--- config.mk ---
export PLATFORM = sky130hd
export DESIGN_NAME = sarq_sequencer
export DESIGN_NICKNAME = d
export VERILOG_FILES = /design/src/sarq_result_reg.v /design/src/sarq_sequencer.v
export VERILOG_INCLUDE_DIRS = /design/src
export SDC_FILE = /design/constraint.sdc
export NUM_CORES = 1
export LEC_CHECK = 0
export CAP_MARGIN = 20
export CORE_ASPECT_RATIO = 0.7
export CORE_MARGIN = 4
export CORE_UTILIZATION = 57
export DETAILED_ROUTE_END_ITERATION = 7
export DONT_BUFFER_PORTS = 1
export PLACE_DENSITY_LB_ADDON = 0.12
export RECOVER_POWER = 100
export SYNTH_ARGS = -nofsm -noshare
export SYNTH_HDL_FRONTEND = slang
export SYNTH_HIERARCHICAL = 1
export SYNTH_SLANG_ARGS = --single-unit
export TNS_END_PERCENT = 20
--- constraint.sdc ---
create_clock -name mclk -period 2.1 [get_ports mclk]
set_input_delay 0.42 -clock mclk [delete_from_list [all_inputs] [get_ports mclk]]
set_output_delay 0.42 -clock mclk [all_outputs]
set_load 0.02 [all_outputs]
--- src/sarq_defs.vh ---
/*
 * constants for the sar conversion sequencer: widths, codes, timing.
 * assumes a 50 MHz mclk; included by the sequencer and its testbench only.
 */
`ifndef SARQ_DEFS_VH
`define SARQ_DEFS_VH

// ************************************************************
// code format
// ************************************************************
`define SARQ_BITS        18
`define SARQ_CODE_ZERO   18'h00000
`define SARQ_CODE_MAX    18'h1ffff
`define SARQ_CODE_MIN    18'h20000
`define SARQ_MSB_FLIP    18'h20000

// ************************************************************
// timing (mclk 50 MHz)
// ************************************************************
`define SARQ_MCLK_MHZ    50
`define SARQ_SETTLE_NS   40
`define SARQ_SETTLE_CYC  ((`SARQ_SETTLE_NS * `SARQ_MCLK_MHZ + 999) / 1000)
// three mclk per bit: the comparator reading passes two sync flops
// after the dac moves, so a shorter step would judge the previous trial
`define SARQ_CONV_DIV    3
`define SARQ_ACQ_MIN_CYC 8

`endif

--- src/sarq_result_reg.v ---
/*
 * holds the last finished output code; read data come from a register.
 * assumes one write strobe per conversion, same clock as the sequencer.
 */
`timescale 1ns/1ps
`default_nettype none

module sarq_result_reg #(
    parameter WIDTH = 18
) (
    // clock and reset
    input  wire             mclk,
    input  wire             reset,
    // write side
    input  wire             wr_en,
    input  wire [WIDTH-1:0] wr_data,
    // read side
    output reg  [WIDTH-1:0] rd_data_q
);

// ************************************************************
// storage
// ************************************************************
// result word, reset to zero code
always @(posedge mclk) begin
    if (reset) begin
        rd_data_q <= {WIDTH{1'b0}};
    end else if (wr_en) begin
        rd_data_q <= wr_data;
    end
end

endmodule
`default_nettype wire

--- src/sarq_sequencer.v ---
/*
 * control logic of an 18-bit successive approximation converter:
 * sampling switches, binary search over the capacitor dac, output code.
 * assumes comparator and range detector are asynchronous analog
 * macros whose outputs are sampled through two flip-flops here, and that
 * convert_strobe arrives asynchronously from host logic.
 */
`timescale 1ns/1ps
`default_nettype none
`include "sarq_defs.vh"

module sarq_sequencer #(
    parameter NBITS    = `SARQ_BITS,
    parameter CONV_DIV = `SARQ_CONV_DIV
) (
    // clock and reset
    input  wire             mclk,
    input  wire             reset,
    // host strobe (asynchronous)
    input  wire             convert_strobe,
    // analog front end status (asynchronous)
    input  wire             comp_keep,
    input  wire             over_range,
    input  wire             under_range,
    // analog switch controls
    output reg              pos_comparator_ground_switch_q,
    output reg              neg_comparator_ground_switch_q,
    output reg              array_to_input_q,
    output reg  [NBITS-1:0] dac_ref_sel_q,
    output reg              analog_power_q,
    // results
    output reg              busy_q,
    output reg              data_valid_q,
    output wire [NBITS-1:0] code_q
);

// ************************************************************
// states and constants
// ************************************************************
localparam [2:0] ST_ACQ    = 3'd0;
localparam [2:0] ST_OPENSW = 3'd1;
localparam [2:0] ST_HOLD   = 3'd2;
localparam [2:0] ST_BIT    = 3'd3;
localparam [2:0] ST_DONE   = 3'd4;
// counts are cut to the 8-bit counter width on purpose
localparam [31:0] SETTLE_W   = `SARQ_SETTLE_CYC;
localparam [31:0] DIV_LAST_W = CONV_DIV - 1;
localparam [31:0] ACQ_W      = `SARQ_ACQ_MIN_CYC;
localparam [7:0]  SETTLE_CYC = SETTLE_W[7:0];
localparam [7:0]  DIV_LAST   = DIV_LAST_W[7:0];
localparam [7:0]  ACQ_CYC    = ACQ_W[7:0];

// ************************************************************
// input synchronisers
// ************************************************************
reg [1:0] cnv_sync_q;
reg [1:0] cmp_sync_q;
reg [1:0] ovr_sync_q;
reg [1:0] und_sync_q;
reg       cnv_last_q;

// two flops each; only the second stage is read by logic
always @(posedge mclk) begin
    if (reset) begin
        cnv_sync_q <= 2'b00;
        cmp_sync_q <= 2'b00;
        ovr_sync_q <= 2'b00;
        und_sync_q <= 2'b00;
        cnv_last_q <= 1'b0;
    end else begin
        cnv_sync_q <= {cnv_sync_q[0], convert_strobe};
        cmp_sync_q <= {cmp_sync_q[0], comp_keep};
        ovr_sync_q <= {ovr_sync_q[0], over_range};
        und_sync_q <= {und_sync_q[0], under_range};
        cnv_last_q <= cnv_sync_q[1];
    end
end

wire cnv_rise = cnv_sync_q[1] & ~cnv_last_q;

// ************************************************************
// output code formation
// ************************************************************
// turn offset-binary trial word into the saturated output code
function [NBITS-1:0] form_code;
    input [NBITS-1:0] raw;
    input             ovr;
    input             und;
    begin
        if (ovr) begin
            form_code = `SARQ_CODE_MAX;
        end else if (und) begin
            form_code = `SARQ_CODE_MIN;
        end else begin
            form_code = raw ^ `SARQ_MSB_FLIP;
        end
    end
endfunction

// ************************************************************
// sequencer
// ************************************************************
reg [2:0]             state_q;
reg [7:0]             cnt_q;
reg [4:0]             bit_q;
reg                   ovr_cap_q;
reg                   und_cap_q;
reg                   wr_q;
reg [NBITS-1:0]       wr_data_q;
reg                   acq_ok_q;

// one-cycle enable from a divider paces the bit decisions
// internal pacing divider
wire conv_tick = (cnt_q == DIV_LAST);

always @(posedge mclk) begin
    if (reset) begin
        state_q                        <= ST_ACQ;
        cnt_q                          <= 8'h00;
        bit_q                          <= 5'h00;
        pos_comparator_ground_switch_q <= 1'b1;
        neg_comparator_ground_switch_q <= 1'b1;
        array_to_input_q               <= 1'b1;
        dac_ref_sel_q                  <= {NBITS{1'b0}};
        analog_power_q                 <= 1'b0;
        busy_q                         <= 1'b0;
        data_valid_q                   <= 1'b0;
        ovr_cap_q                      <= 1'b0;
        und_cap_q                      <= 1'b0;
        wr_q                           <= 1'b0;
        wr_data_q                      <= {NBITS{1'b0}};
        acq_ok_q                       <= 1'b0;
    end else begin
        wr_q         <= 1'b0;
        data_valid_q <= 1'b0;
        case (state_q)
            ST_ACQ: begin
                // acquisition must last a minimum before a start counts
                if (cnt_q != ACQ_CYC) begin
                    cnt_q <= cnt_q + 8'h01;
                end else begin
                    acq_ok_q <= 1'b1;
                end
                if (cnv_rise && acq_ok_q) begin
                    pos_comparator_ground_switch_q <= 1'b0;
                    neg_comparator_ground_switch_q <= 1'b0;
                    analog_power_q <= 1'b1;
                    busy_q         <= 1'b1;
                    acq_ok_q       <= 1'b0;
                    cnt_q          <= 8'h00;
                    state_q        <= ST_OPENSW;
                end
            end
            ST_OPENSW: begin
                // switches must settle before arrays leave the inputs
                if (cnt_q == SETTLE_CYC - 8'h01) begin
                    array_to_input_q <= 1'b0;
                    cnt_q            <= 8'h00;
                    state_q          <= ST_HOLD;
                end else begin
                    cnt_q <= cnt_q + 8'h01;
                end
            end
            ST_HOLD: begin
                if (cnt_q == SETTLE_CYC - 8'h01) begin
                    dac_ref_sel_q <= {1'b1, {(NBITS-1){1'b0}}};
                    bit_q         <= NBITS[4:0] - 5'h01;
                    cnt_q         <= 8'h00;
                    state_q       <= ST_BIT;
                end else begin
                    cnt_q <= cnt_q + 8'h01;
                end
            end
            ST_BIT: begin
                if (conv_tick) begin
                    cnt_q <= 8'h00;
                    if (!cmp_sync_q[1]) begin
                        dac_ref_sel_q[bit_q] <= 1'b0;
                    end
                    if (bit_q != 5'h00) begin
                        dac_ref_sel_q[bit_q - 5'h01] <= 1'b1;
                        bit_q <= bit_q - 5'h01;
                    end else begin
                        ovr_cap_q <= ovr_sync_q[1];
                        und_cap_q <= und_sync_q[1];
                        state_q   <= ST_DONE;
                    end
                end else begin
                    cnt_q <= cnt_q + 8'h01;
                end
            end
            ST_DONE: begin
                wr_data_q <= form_code(dac_ref_sel_q, ovr_cap_q, und_cap_q);
                wr_q <= 1'b1;
                pos_comparator_ground_switch_q <= 1'b1;
                neg_comparator_ground_switch_q <= 1'b1;
                array_to_input_q               <= 1'b1;
                dac_ref_sel_q                  <= {NBITS{1'b0}};
                analog_power_q <= 1'b0;
                cnt_q          <= 8'h00;
                state_q        <= ST_ACQ;
            end
            default: begin
                state_q <= ST_ACQ;
            end
        endcase
        // busy drops together with valid, on the same edge that writes the result register
        if (wr_q) begin
            busy_q       <= 1'b0;
            data_valid_q <= 1'b1;
        end
    end
end

// ************************************************************
// result storage
// ************************************************************
// latest result only
sarq_result_reg #(
    .WIDTH (NBITS)
) u_result (
    .mclk      (mclk),
    .reset     (reset),
    .wr_en     (wr_q),
    .wr_data   (wr_data_q),
    .rd_data_q (code_q)
);

endmodule
`default_nettype wire

Word-level counts from Yosys, hierarchy flattened
Index checks and enable logic that the tools add are counted.

Eq/ne operators: 15. Order comparisons: 4. Reduce and logical (&&, ||, !) cells: 21. Bitwise gates (word level): 7. $add $sub $neg: 2. Multiplexer cells: 39.

Operator list (number): 2-to-1 mux 18 bit (9); case mux 18 bit (3 select lines) (1); 2-to-1 mux 8 bit (4); case mux 8 bit (4 select lines) (1); AND 18 bit (1); inverter 18 bit (1); bitwise OR 18 bit (1); 2-to-1 mux 3 bit (5); 2-to-1 mux 5 bit (3); less-than comparator 5 x 6 -> 1 bit (second input constant) (2); != test 2 bit (second input constant) (6); case mux 3 bit (4 select lines) (1); demux 1 bit (select 5 bit) (2); >= comparator 5 x 1 -> 1 bit (second input constant) (2); case mux 5 bit (2 select lines) (1); AND reduction 2 bit (5); 2-to-1 mux 1 bit (9); adder 8 x 1 -> 8 bit (second input constant) (1); equality test 8 x 1 -> 1 bit (second input constant) (1); equality test 8 x 2 -> 1 bit (second input constant) (1); != test 8 x 4 -> 1 bit (second input constant) (1); equality test 3 x 2 -> 1 bit (second input constant) (2); case mux 1 bit (2 select lines) (3); AND reduction 3 bit (2); 16 further kinds (23).

Input bits: 6. Output and inout bits: 42. Flip-flop bits (word level): 88.

Longest topological paths before layout
Gate-level depths: netlist (run 1).

Depth in word-level cells: 14. Gate-level depth with buffers: 7. Mapped depth without buffers: 6.

Hierarchy
The synthesis (run 1) kept the hierarchy.

By module, submodules not included: sarq_sequencer (cells an instance 394, area an instance 3373.2 um2, instances 1); sarq_result_reg (cells an instance 58, area an instance 649.4 um2, instances 1).

Least setup slack after synthesis (run 1)
OpenSTA, ideal clock, no wires.

Path type: flip-flop to flip-flop. Start point: register bit_q[0]. End point: register bit_q[4]. Period minus slack after synthesis: 2.045 ns. Buffers on the path: 1. Data arrival time: 1.929 ns. Cell stages (with the launch flop): 8. Setup time: 0.116 ns. Setup slack: 0.055 ns. Cell sequence: dfxtp_1 > inv_1 > ha_1 > or4b_2 > clkbuf_1 > a31oi_1 > nor3_1 > o211a_1.

Longest elaborated chain between the ends: 4. Elaborated cells between the ends (all ways): 7. Those cells by class: 1 x add/sub; 1 x eq/ne; 3 x mux; 2 x reduce/logical.

RTL lines: from (decl) (RTL line sarq_sequencer.v:105) `reg [4:0] bit_q;`; from (signal assigned) (RTL line sarq_sequencer.v:167) `bit_q <= NBITS[4:0] - 5'h01;`; from (signal assigned) (RTL line sarq_sequencer.v:182) `bit_q <= bit_q - 5'h01;`; subtractor 5 x 1 -> 5 bit (RTL line sarq_sequencer.v:182); 2-to-1 mux 5 bit (RTL line sarq_sequencer.v:180) `if (bit_q != 5'h00) begin`; 2-to-1 mux 5 bit (RTL line sarq_sequencer.v:175) `if (conv_tick) begin`; case mux 5 bit (2 select lines) (RTL line sarq_sequencer.v:136) `case (state_q)`.

Parallel ways exist; a longest one is shown, timed or not. The select of a mux whose other input is x is not followed. A chain may end at the register's enable or synchronous reset.

Final worst setup path (run 1)
Start point: register bit_q[1]. End point: register dac_ref_sel_q[5].

Longest elaborated chain between the ends: 14. Elaborated cells between the ends (all ways): 22. Those cells by class: 1 x add/sub; 4 x order compare; 11 x mux; 3 x bitwise; 3 x reduce/logical.

RTL lines: less-than comparator 5 x 6 -> 1 bit (not written as such) or >= comparator 5 x 1 -> 1 bit (tied branches) (RTL line sarq_sequencer.v:178) `dac_ref_sel_q[bit_q] <= 1'b0;`; logical AND 1 bit (not written as such) (RTL line sarq_sequencer.v:178); 2-to-1 mux 1 bit (not written as such) (RTL line sarq_sequencer.v:178); demux 1 bit (select 5 bit) (RTL line sarq_sequencer.v:178); inverter 18 bit (no source line); AND 18 bit (no source line); 2-to-1 mux 18 bit (RTL line sarq_sequencer.v:177) `if (!cmp_sync_q[1]) begin`; 2-to-1 mux 18 bit (RTL line sarq_sequencer.v:175); 2-to-1 mux 18 bit (RTL line sarq_sequencer.v:136); 2-to-1 mux 18 bit (RTL line sarq_sequencer.v:117) `if (reset) begin`; bitwise OR 18 bit (no source line); 2-to-1 mux 18 bit (*) (RTL line sarq_sequencer.v:180); 2-to-1 mux 18 bit (*) (RTL line sarq_sequencer.v:175); case mux 18 bit (3 select lines) (*) (RTL line sarq_sequencer.v:136); to (signal assigned) (RTL line sarq_sequencer.v:124) `dac_ref_sel_q <= {NBITS{1'b0}};`; to (signal assigned) (RTL line sarq_sequencer.v:166) `dac_ref_sel_q <= {1'b1, {(NBITS-1){1'b0}}};`; to (signal assigned) (RTL line sarq_sequencer.v:198) `dac_ref_sel_q <= {NBITS{1'b0}};`; to (decl) (RTL line sarq_sequencer.v:29) `output reg [NBITS-1:0] dac_ref_sel_q,`.

Every way passes the cells marked *; elsewhere a longest branch is shown, timed or not. The select of a mux whose other input is x is not followed.

==> results of run 1 <==
-- power by group --
part           internal, mW  switching [mW]  total [mW]
Combinational        0.0519          0.0672       0.119
Sequential             1.68          0.0124        1.69
Clock                 0.831           0.616        1.45
Total                  2.56           0.695        3.26
-- what timing repair did --
item	4_1_cts	5_1_grt
resized for setup	0	2
hold buffers	0	0
setup endpoints to repair	0	10
-- critical path, stage by stage (launching register included) --
cell	delay (ns)
dfxtp_1	0.43
inv_1	0.11
ha_1	0.20
buf_4	0.18
nor2b_1	0.15
and3_1	0.22
o21ai_0	0.42
o32ai_1	0.16
-- logic make-up after synthesis --
logic type               Yosys count  share of synthesized area
multiplexers                      20                     0.0501
XOR/XNOR                           8                     0.0174
AND/OR/NAND/NOR                  166                      0.216
adder cells (fa/ha/maj)            8                     0.0249
flip-flops                        88                      0.438
AO/OA/AOI/OAI                    110                      0.192
buffers and inverters             52                     0.0610
-- stage by stage --
| stage | cell area, um^2 | setup TNS, ns |
|---|---|---|
| detailed placement | 4190 | 0 |
| CTS | 4440 | 0 |
| floorplan | 4020 | 0 |
| global placement | 4190 | 0 |
| finish | 4440 | 0 |
| global route | 4440 | -0.0153 |
-- state kept, by name (all words and copies together) (netlist names) --
| name | flops |
|---|---|
| wr_q | 1 |
| state_q | 3 |
| neg_comparator_ground_switch_q | 1 |
| und_sync_q | 2 |
| ovr_cap_q | 1 |
| cmp_sync_q | 2 |
| cnt_q | 8 |
| dac_ref_sel_q | 18 |
| acq_ok_q | 1 |
| und_cap_q | 1 |
| wr_data_q | 18 |
| ovr_sync_q | 2 |
| analog_power_q | 1 |
| u_result/rd_data_q | 18 |
| cnv_last_q | 1 |
| busy_q | 1 |
| cnv_sync_q | 2 |
| data_valid_q | 1 |
| bit_q | 5 |
| array_to_input_q | 1 |
-- layout make-up --
| class | instances | area [um^2] |
|---|---|---|
| clock buffer | 10 | 138 |
| clock inverter | 6 | 115 |
| fill | 581 | 2350 |
| inverter | 20 | 75.1 |
| multi-input combinational | 312 | 2040 |
| sequential | 88 | 1760 |
| tap | 94 | 118 |
| timing repair buffer | 28 | 195 |
-- layout by cell type (no fill, tap or decap), types with 4 or more instances in the layout --
master,instances
nand2_1,28
o2bb2ai_1,5
nor4_1,6
and3_1,8
ha_1,8
nand3_1,14
xor2_1,6
o21ai_0,6
clkbuf_8,10
buf_4,24
inv_1,19
o22ai_1,14
o211ai_1,5
nor2b_1,14
nand4_1,6
a211oi_1,18
a22oi_2,7
a22oi_1,5
nor3_1,10
clkbuf_1,4
mux2i_1,19
a21oi_1,30
dfxtp_1,88
nor2_1,52
-- final timing paths --
| kind | endpoint | cells after the start |
|---|---|---|
| max | dac_ref_sel_q[5]$_SDFFE_PP0P_ | 7 |
| min | acq_ok_q$_SDFFE_PP0P_ | 1 |
| max reg2reg | dac_ref_sel_q[5]$_SDFFE_PP0P_ | 7 |
| min reg2reg | ovr_sync_q[1]$_SDFF_PP0_ | 1 |
-- layer usage --
metal	wire length, um	part of all wire	GRT usage	vias to the layer above
met5	0	0	0	-
met4	95	0.0097	0.0794	0
met3	810	0.083	0.0772	10
met2	3880	0.40	0.307	121
met1	4990	0.51	0.368	1608
li1	-	-	-	1649
==> summary.md, run 1 <==
| Metric | Value |
|---|---|
| Status | `finished clean` |
| DRC errors left | `0` |
| Final setup margin | `0.102 ns` |
| CTS tree | `built` |
| Setup violators final | `0` |
| Most common cell in the netlist | `dfxtp_1` |
| Number of DRC markers in iteration 0 | `390` |
| Top FF cell, synth | `dfxtp_1` |
| Lkg Pwr | `1.54 nW` |
| Final Hold Fails | `0` |
| DP Worst Slack | `0.0973 ns` |
| CTS Buf Count | `9` |
| Crit path required time | `2.33 ns` |
| Layout Utilization | `0.654` |
| Post-CTS Setup Repair Bufs | `0` |
| GRT Overall Usage | `0.239` |
| Maximum vdd drop | `0.376 mV` |
| Slew Viols, Final | `0` |
| R2R Path Start | `bit_q[1]$_SDFFE_PP0P_` |
| Hpwl dp | `6960 um` |
| Peak Freq | `501 MHz` |
| Ant diodes | `0` |
| Worst-Skew Late Latency | `0.37 ns` |
| Slew HR | `0.509` |
| Hold slack | `0.115 ns` |
| Max Clock Skew | `0.00555 ns` |
| Total Wirelength | `9770 um` |
| Slew @ Worst Pin | `0.727 ns` |
| Port bufs | `0` |
| CP Max Fanout | `14` |
| Drt pass-1 iters | `5` |
| Area contributors post-synth | `dfxtp_1 (44%), nor2_1 (4.9%), mux2i_1 (4.7%)` |
| Post-synthesis sequential area ratio | `0.438` |
| Number of synthesized flops with an enable pin | `0` |
| Leading area contributor after synthesis | `dfxtp_1` |
| Non-filler cells, final | `558` |
| Number of cell rows | `25` |
| Remaining global-route overflow | `0` |
| Inst Count DP | `542` |
| Core area | `6790 um^2` |
| HP Class | `input pin to register` |
| I/O Pins | `48` |
| Nets | `473` |
| Via count | `3,388` |
| Maxcap violations | `0` |
| First-pass GRT wire length | `15,900 um` |
| Vias in the first global route | `3,096` |
| Htree depth | `3` |
| Wire length per cell | `17.5 um` |
| Power per cell area | `734 nW/um^2` |
| Worst Setup End Kind | `register` |
| CP Class | `register to register` |
| Synth top area share | `0.438` |
| Post-layout min period | `2.00 ns` |
| Clock Tree Root | `clkbuf_8` |
| Data arrival, critical path | `2.23 ns` |
| Die Y | `78.3 um` |
| Layout area overhead | `10.3%` |
| Placer congestion estimate | `0.919` |
| Total Power | `3.26 mW` |
| Die X | `108 um` |
| Post-Syn Instances | `452` |
| Bufs on Longest Clock Path | `2` |
| RSZ-0062 raised after global routing | `true` |
| Worst hold start | `reset` |
| Largest net degree at the start of global routing | `63` |
| Initial antenna violation count | `0` |
| Synth warn | `6` |
| Share of layout cells above drive strength 1 | `0.125` |
| Worst-path clk slew | `0.09 ns` |
| R2R Setup Slk | `0.10 ns` |
| Startpoint types | `register` |
| Mapped Avg Cell Area | `8.90 um^2` |
| Final Cycle Share | `0.951` |
| Crit path launch | `bit_q[1]$_SDFFE_PP0P_` |
| Cell Area, Synth | `4020 um^2` |
| Yosys cell types | `60` |
| Async set-or-reset flop fraction in the synthesized netlist | `0` |
| Vias per inst | `6.07` |
| Routed Antenna Nets | `0` |
| Syn_nets | `466` |
| Clock sink count | `88` |
| Synth cell count leaders | `dfxtp_1 (88), nor2_1 (52), a21oi_1 (30)` |
| #FFs+latches synth | `88` |
| Starting Density | `0.593` |
| Die Area | `8490 um^2` |
Power figures use the tool's default switching activity.
==> inputs of run 2 (changes only) <==
- CORE_ASPECT_RATIO: 0.7 -> 1.25
- CORE_UTILIZATION: 57 -> 56
==> summary.md, run 2 (synthesized netlist as in run 1, its figures left out) <==
| Metric | Value |
|---|---|
| Status | `finished clean (unchanged)` |
| R2R Path Start | `cnt_q[2]$_SDFFE_PP0P_ (was bit_q[1]$_SDFFE_PP0P_)` |
| Drt pass-1 iters | `4 (was 5)` |
| Hold-fix buffer count after cts | `0 (unchanged)` |
| Maxcap violations | `0 (unchanged)` |
| Final Cycle Share | `0.958 (was 0.951)` |
| I/O Pins | `48 (unchanged)` |
| Data arrival, critical path | `2.27 ns (was 2.23 ns)` |
| Slew HR | `0.114 (was 0.509)` |
| RSZ-0062 raised after global routing | `false (was true)` |
| Commonest non-fill, non-tap cell in the layout | `dfxtp_1 (unchanged)` |
| Via count | `3,330 (was 3,388)` |
| Clock Tree Root | `clkbuf_8 (unchanged)` |
| Port bufs | `0 (unchanged)` |
| Routed Antenna Nets | `0 (unchanged)` |
| DRC errors left | `0 (unchanged)` |
| Inst Count DP | `536 (was 542)` |
| Starting Density | `0.577 (was 0.593)` |
| Remaining global-route overflow | `0 (unchanged)` |
| Post-layout min period | `2.01 ns (was 2.00 ns)` |
| Maximum vdd drop | `0.400 mV (was 0.376 mV)` |
| R2R Setup Slk | `0.09 ns (was 0.10 ns)` |
| CTS Buf Count | `9 (unchanged)` |
| Setup violators final | `0 (unchanged)` |
| Worst-path clk slew | `0.09 ns (about the same)` |
| Worst hold start | `reset (unchanged)` |
| Peak Freq | `497 MHz (was 501 MHz)` |
| Nets | `472 (was 473)` |
| Bufs on Longest Clock Path | `2 (unchanged)` |
| Layout area overhead | `8.37% (was 10.3%)` |
| Hold Path End | `u_result/rd_data_q[14]$_SDFFE_PP0P_ (was acq_ok_q$_SDFFE_PP0P_)` |
| DRT met1 WL | `3950 um (was 4990 um)` |
| Placer congestion estimate | `0.892 (was 0.919)` |
| CP Class | `register to register (unchanged)` |
| Worst-Skew Late Latency | `0.36 ns (was 0.37 ns)` |
| Reg2Reg Depth | `6 (was 7)` |
| First-pass GRT wire length | `15,000 um (was 15,900 um)` |
| Number of cell rows | `34 (was 25)` |
| Max Used Layer | `met4 (unchanged)` |
| Commonest cells after routing, fill and taps aside | `dfxtp_1 (88), nor2_1 (52), a21oi_1 (30) (unchanged)` |
| Number of DRC markers in iteration 0 | `156 (was 390)` |
| Share of layout cells above drive strength 1 | `0.112 (was 0.125)` |
| Crit path required time | `2.35 ns (was 2.33 ns)` |
| GRT Overall Usage | `0.214 (was 0.239)` |
| Total Wirelength | `9080 um (was 9770 um)` |
| Final setup margin | `0.0879 ns (was 0.102 ns)` |
| Hpwl dp | `6620 um (was 6960 um)` |
| Worst r2r dst | `dac_ref_sel_q[16]$_SDFFE_PP0P_ (was dac_ref_sel_q[5]$_SDFFE_PP0P_)` |
| DR WL met3 | `400 um (was 810 um)` |
| CP Max Fanout | `8 (was 14)` |
| Die X | `83.8 um (was 108 um)` |
| Startpoint types | `register (unchanged)` |
| Vias per inst | `6.02 (was 6.07)` |
| Htree depth | `3 (unchanged)` |
| Initial antenna violation count | `0 (unchanged)` |
| Vias in the first global route | `3,031 (was 3,096)` |
| Slew @ Worst Pin | `1.33 ns (was 0.727 ns)` |
| Final Hold Fails | `0 (unchanged)` |
| Worst Setup End Kind | `register (unchanged)` |
| Wire length per cell | `16.4 um (was 17.5 um)` |
| Lkg Pwr | `1.51 nW (was 1.54 nW)` |
| Wire length on met2 | `4520 um (was 3880 um)` |
| CTS tree | `built (unchanged)` |
| Non-filler cells, final | `553 (was 558)` |
| DP Worst Slack | `0.0651 ns (was 0.0973 ns)` |
| Max Clock Skew | `0.0109 ns (was 0.00555 ns)` |
| HP Class | `input pin to register (unchanged)` |
| Core area | `6980 um^2 (was 6790 um^2)` |
| Setup TNS | `0 ns (unchanged)` |
| Power per cell area | `697 nW/um^2 (was 734 nW/um^2)` |
| Crit path launch | `cnt_q[2]$_SDFFE_PP0P_ (was bit_q[1]$_SDFFE_PP0P_)` |
| WHS Path Cells | `1 (unchanged)` |
| Slew Viols, Final | `0 (unchanged)` |
| Ant diodes | `0 (unchanged)` |
| Fill cells | `610 (was 581)` |
| Die Area | `8610 um^2 (was 8490 um^2)` |
| Die Y | `103 um (was 78.3 um)` |
| Largest net degree at the start of global routing | `63 (unchanged)` |
| Largest registers | `dac_ref_sel_q: 18 flops, u_result/rd_data_q: 18 flops, wr_data_q: 18 flops (unchanged)` |
| Clock sink count | `88 (unchanged)` |
run 2: cell types whose count changed in the layout (fill, tap and decap cells not counted), moves of 2 or more:
cell,before,now
buf_4,24,16
a22oi_1,5,8
a22oi_2,7,4
clkbuf_2,0,3
bufinv_16,3,1
clkbuf_1,4,6
run 2: metrics by stage:
stage,utilization,power (mW),area (um^2),hold slack [ns]
after floorplan,-,1.83,4020,0.414
after global placement,0.599,1.84,4180,0.423
after detailed placement,0.599,1.84,4180,0.438
after CTS,0.629,3.07,4390,0.102
after global routing,0.625,3.14,4360,0.0995
final,0.625,3.04,4360,0.124
run 2: how the worst max path moves through the flow:
| stage | end | cells after the start | slack, ns |
|---|---|---|---|
| after floorplan | bit_q[4]$_SDFFE_PP0P_ | 7 | 0.05 |
| after global placement | cnt_q[1]$_SDFFE_PP0P_ | 5 | 0.18 |
| after detailed placement | bit_q[3]$_SDFFE_PP0P_ | 6 | 0.07 |
| final | dac_ref_sel_q[16]$_SDFFE_PP0P_ | 6 | 0.09 |
| after global routing | dac_ref_sel_q[16]$_SDFFE_PP0P_ | 6 | 0.004 |
| after CTS | bit_q[3]$_SDFFE_PP0P_ | 6 | 0.05 |
run 2: routing by layer:
metal  track usage  vias up
met1         0.250     1563
met3        0.0560       19
met2         0.380       83
met4        0.0817        0
met5             0        -
li1              -     1665
run 2: repair_timing:
action                                  in CTS  in global routing
hold endpoints to repair                     0                  0
resized for setup                            0                  3
endpoints found under the setup margin       0                  7
buffers inserted                             0                  0
run 2: where the power goes:
group,internal [mW],leakage (nW),switching [mW]
sequential,1.68,0.711,0.0129
clock,0.599,0.105,0.635
combinational,0.0493,0.689,0.0599
total,2.33,1.51,0.708
run 2: area by class of cell:
type | count | area [um^2] | area share
Multi-Input combinational cell | 312 | 2010 | 0.462
Sequential cell | 88 | 1760 | 0.404
Tap cell | 90 | 113 | 0.0258
Timing Repair Buffer | 27 | 185 | 0.0425
Clock inverter | 6 | 75.1 | 0.0172
Clock buffer | 10 | 138 | 0.0316
Inverter | 20 | 75.1 | 0.0172
run 2: critical path: stages (launching register included):
cell and delay (ns):
dfxtp_1 0.37, or3_1 0.49, clkbuf_1 0.17, nor4_2 0.26, clkbuf_1 0.29, o22ai_1 0.14
a21o_1 0.18
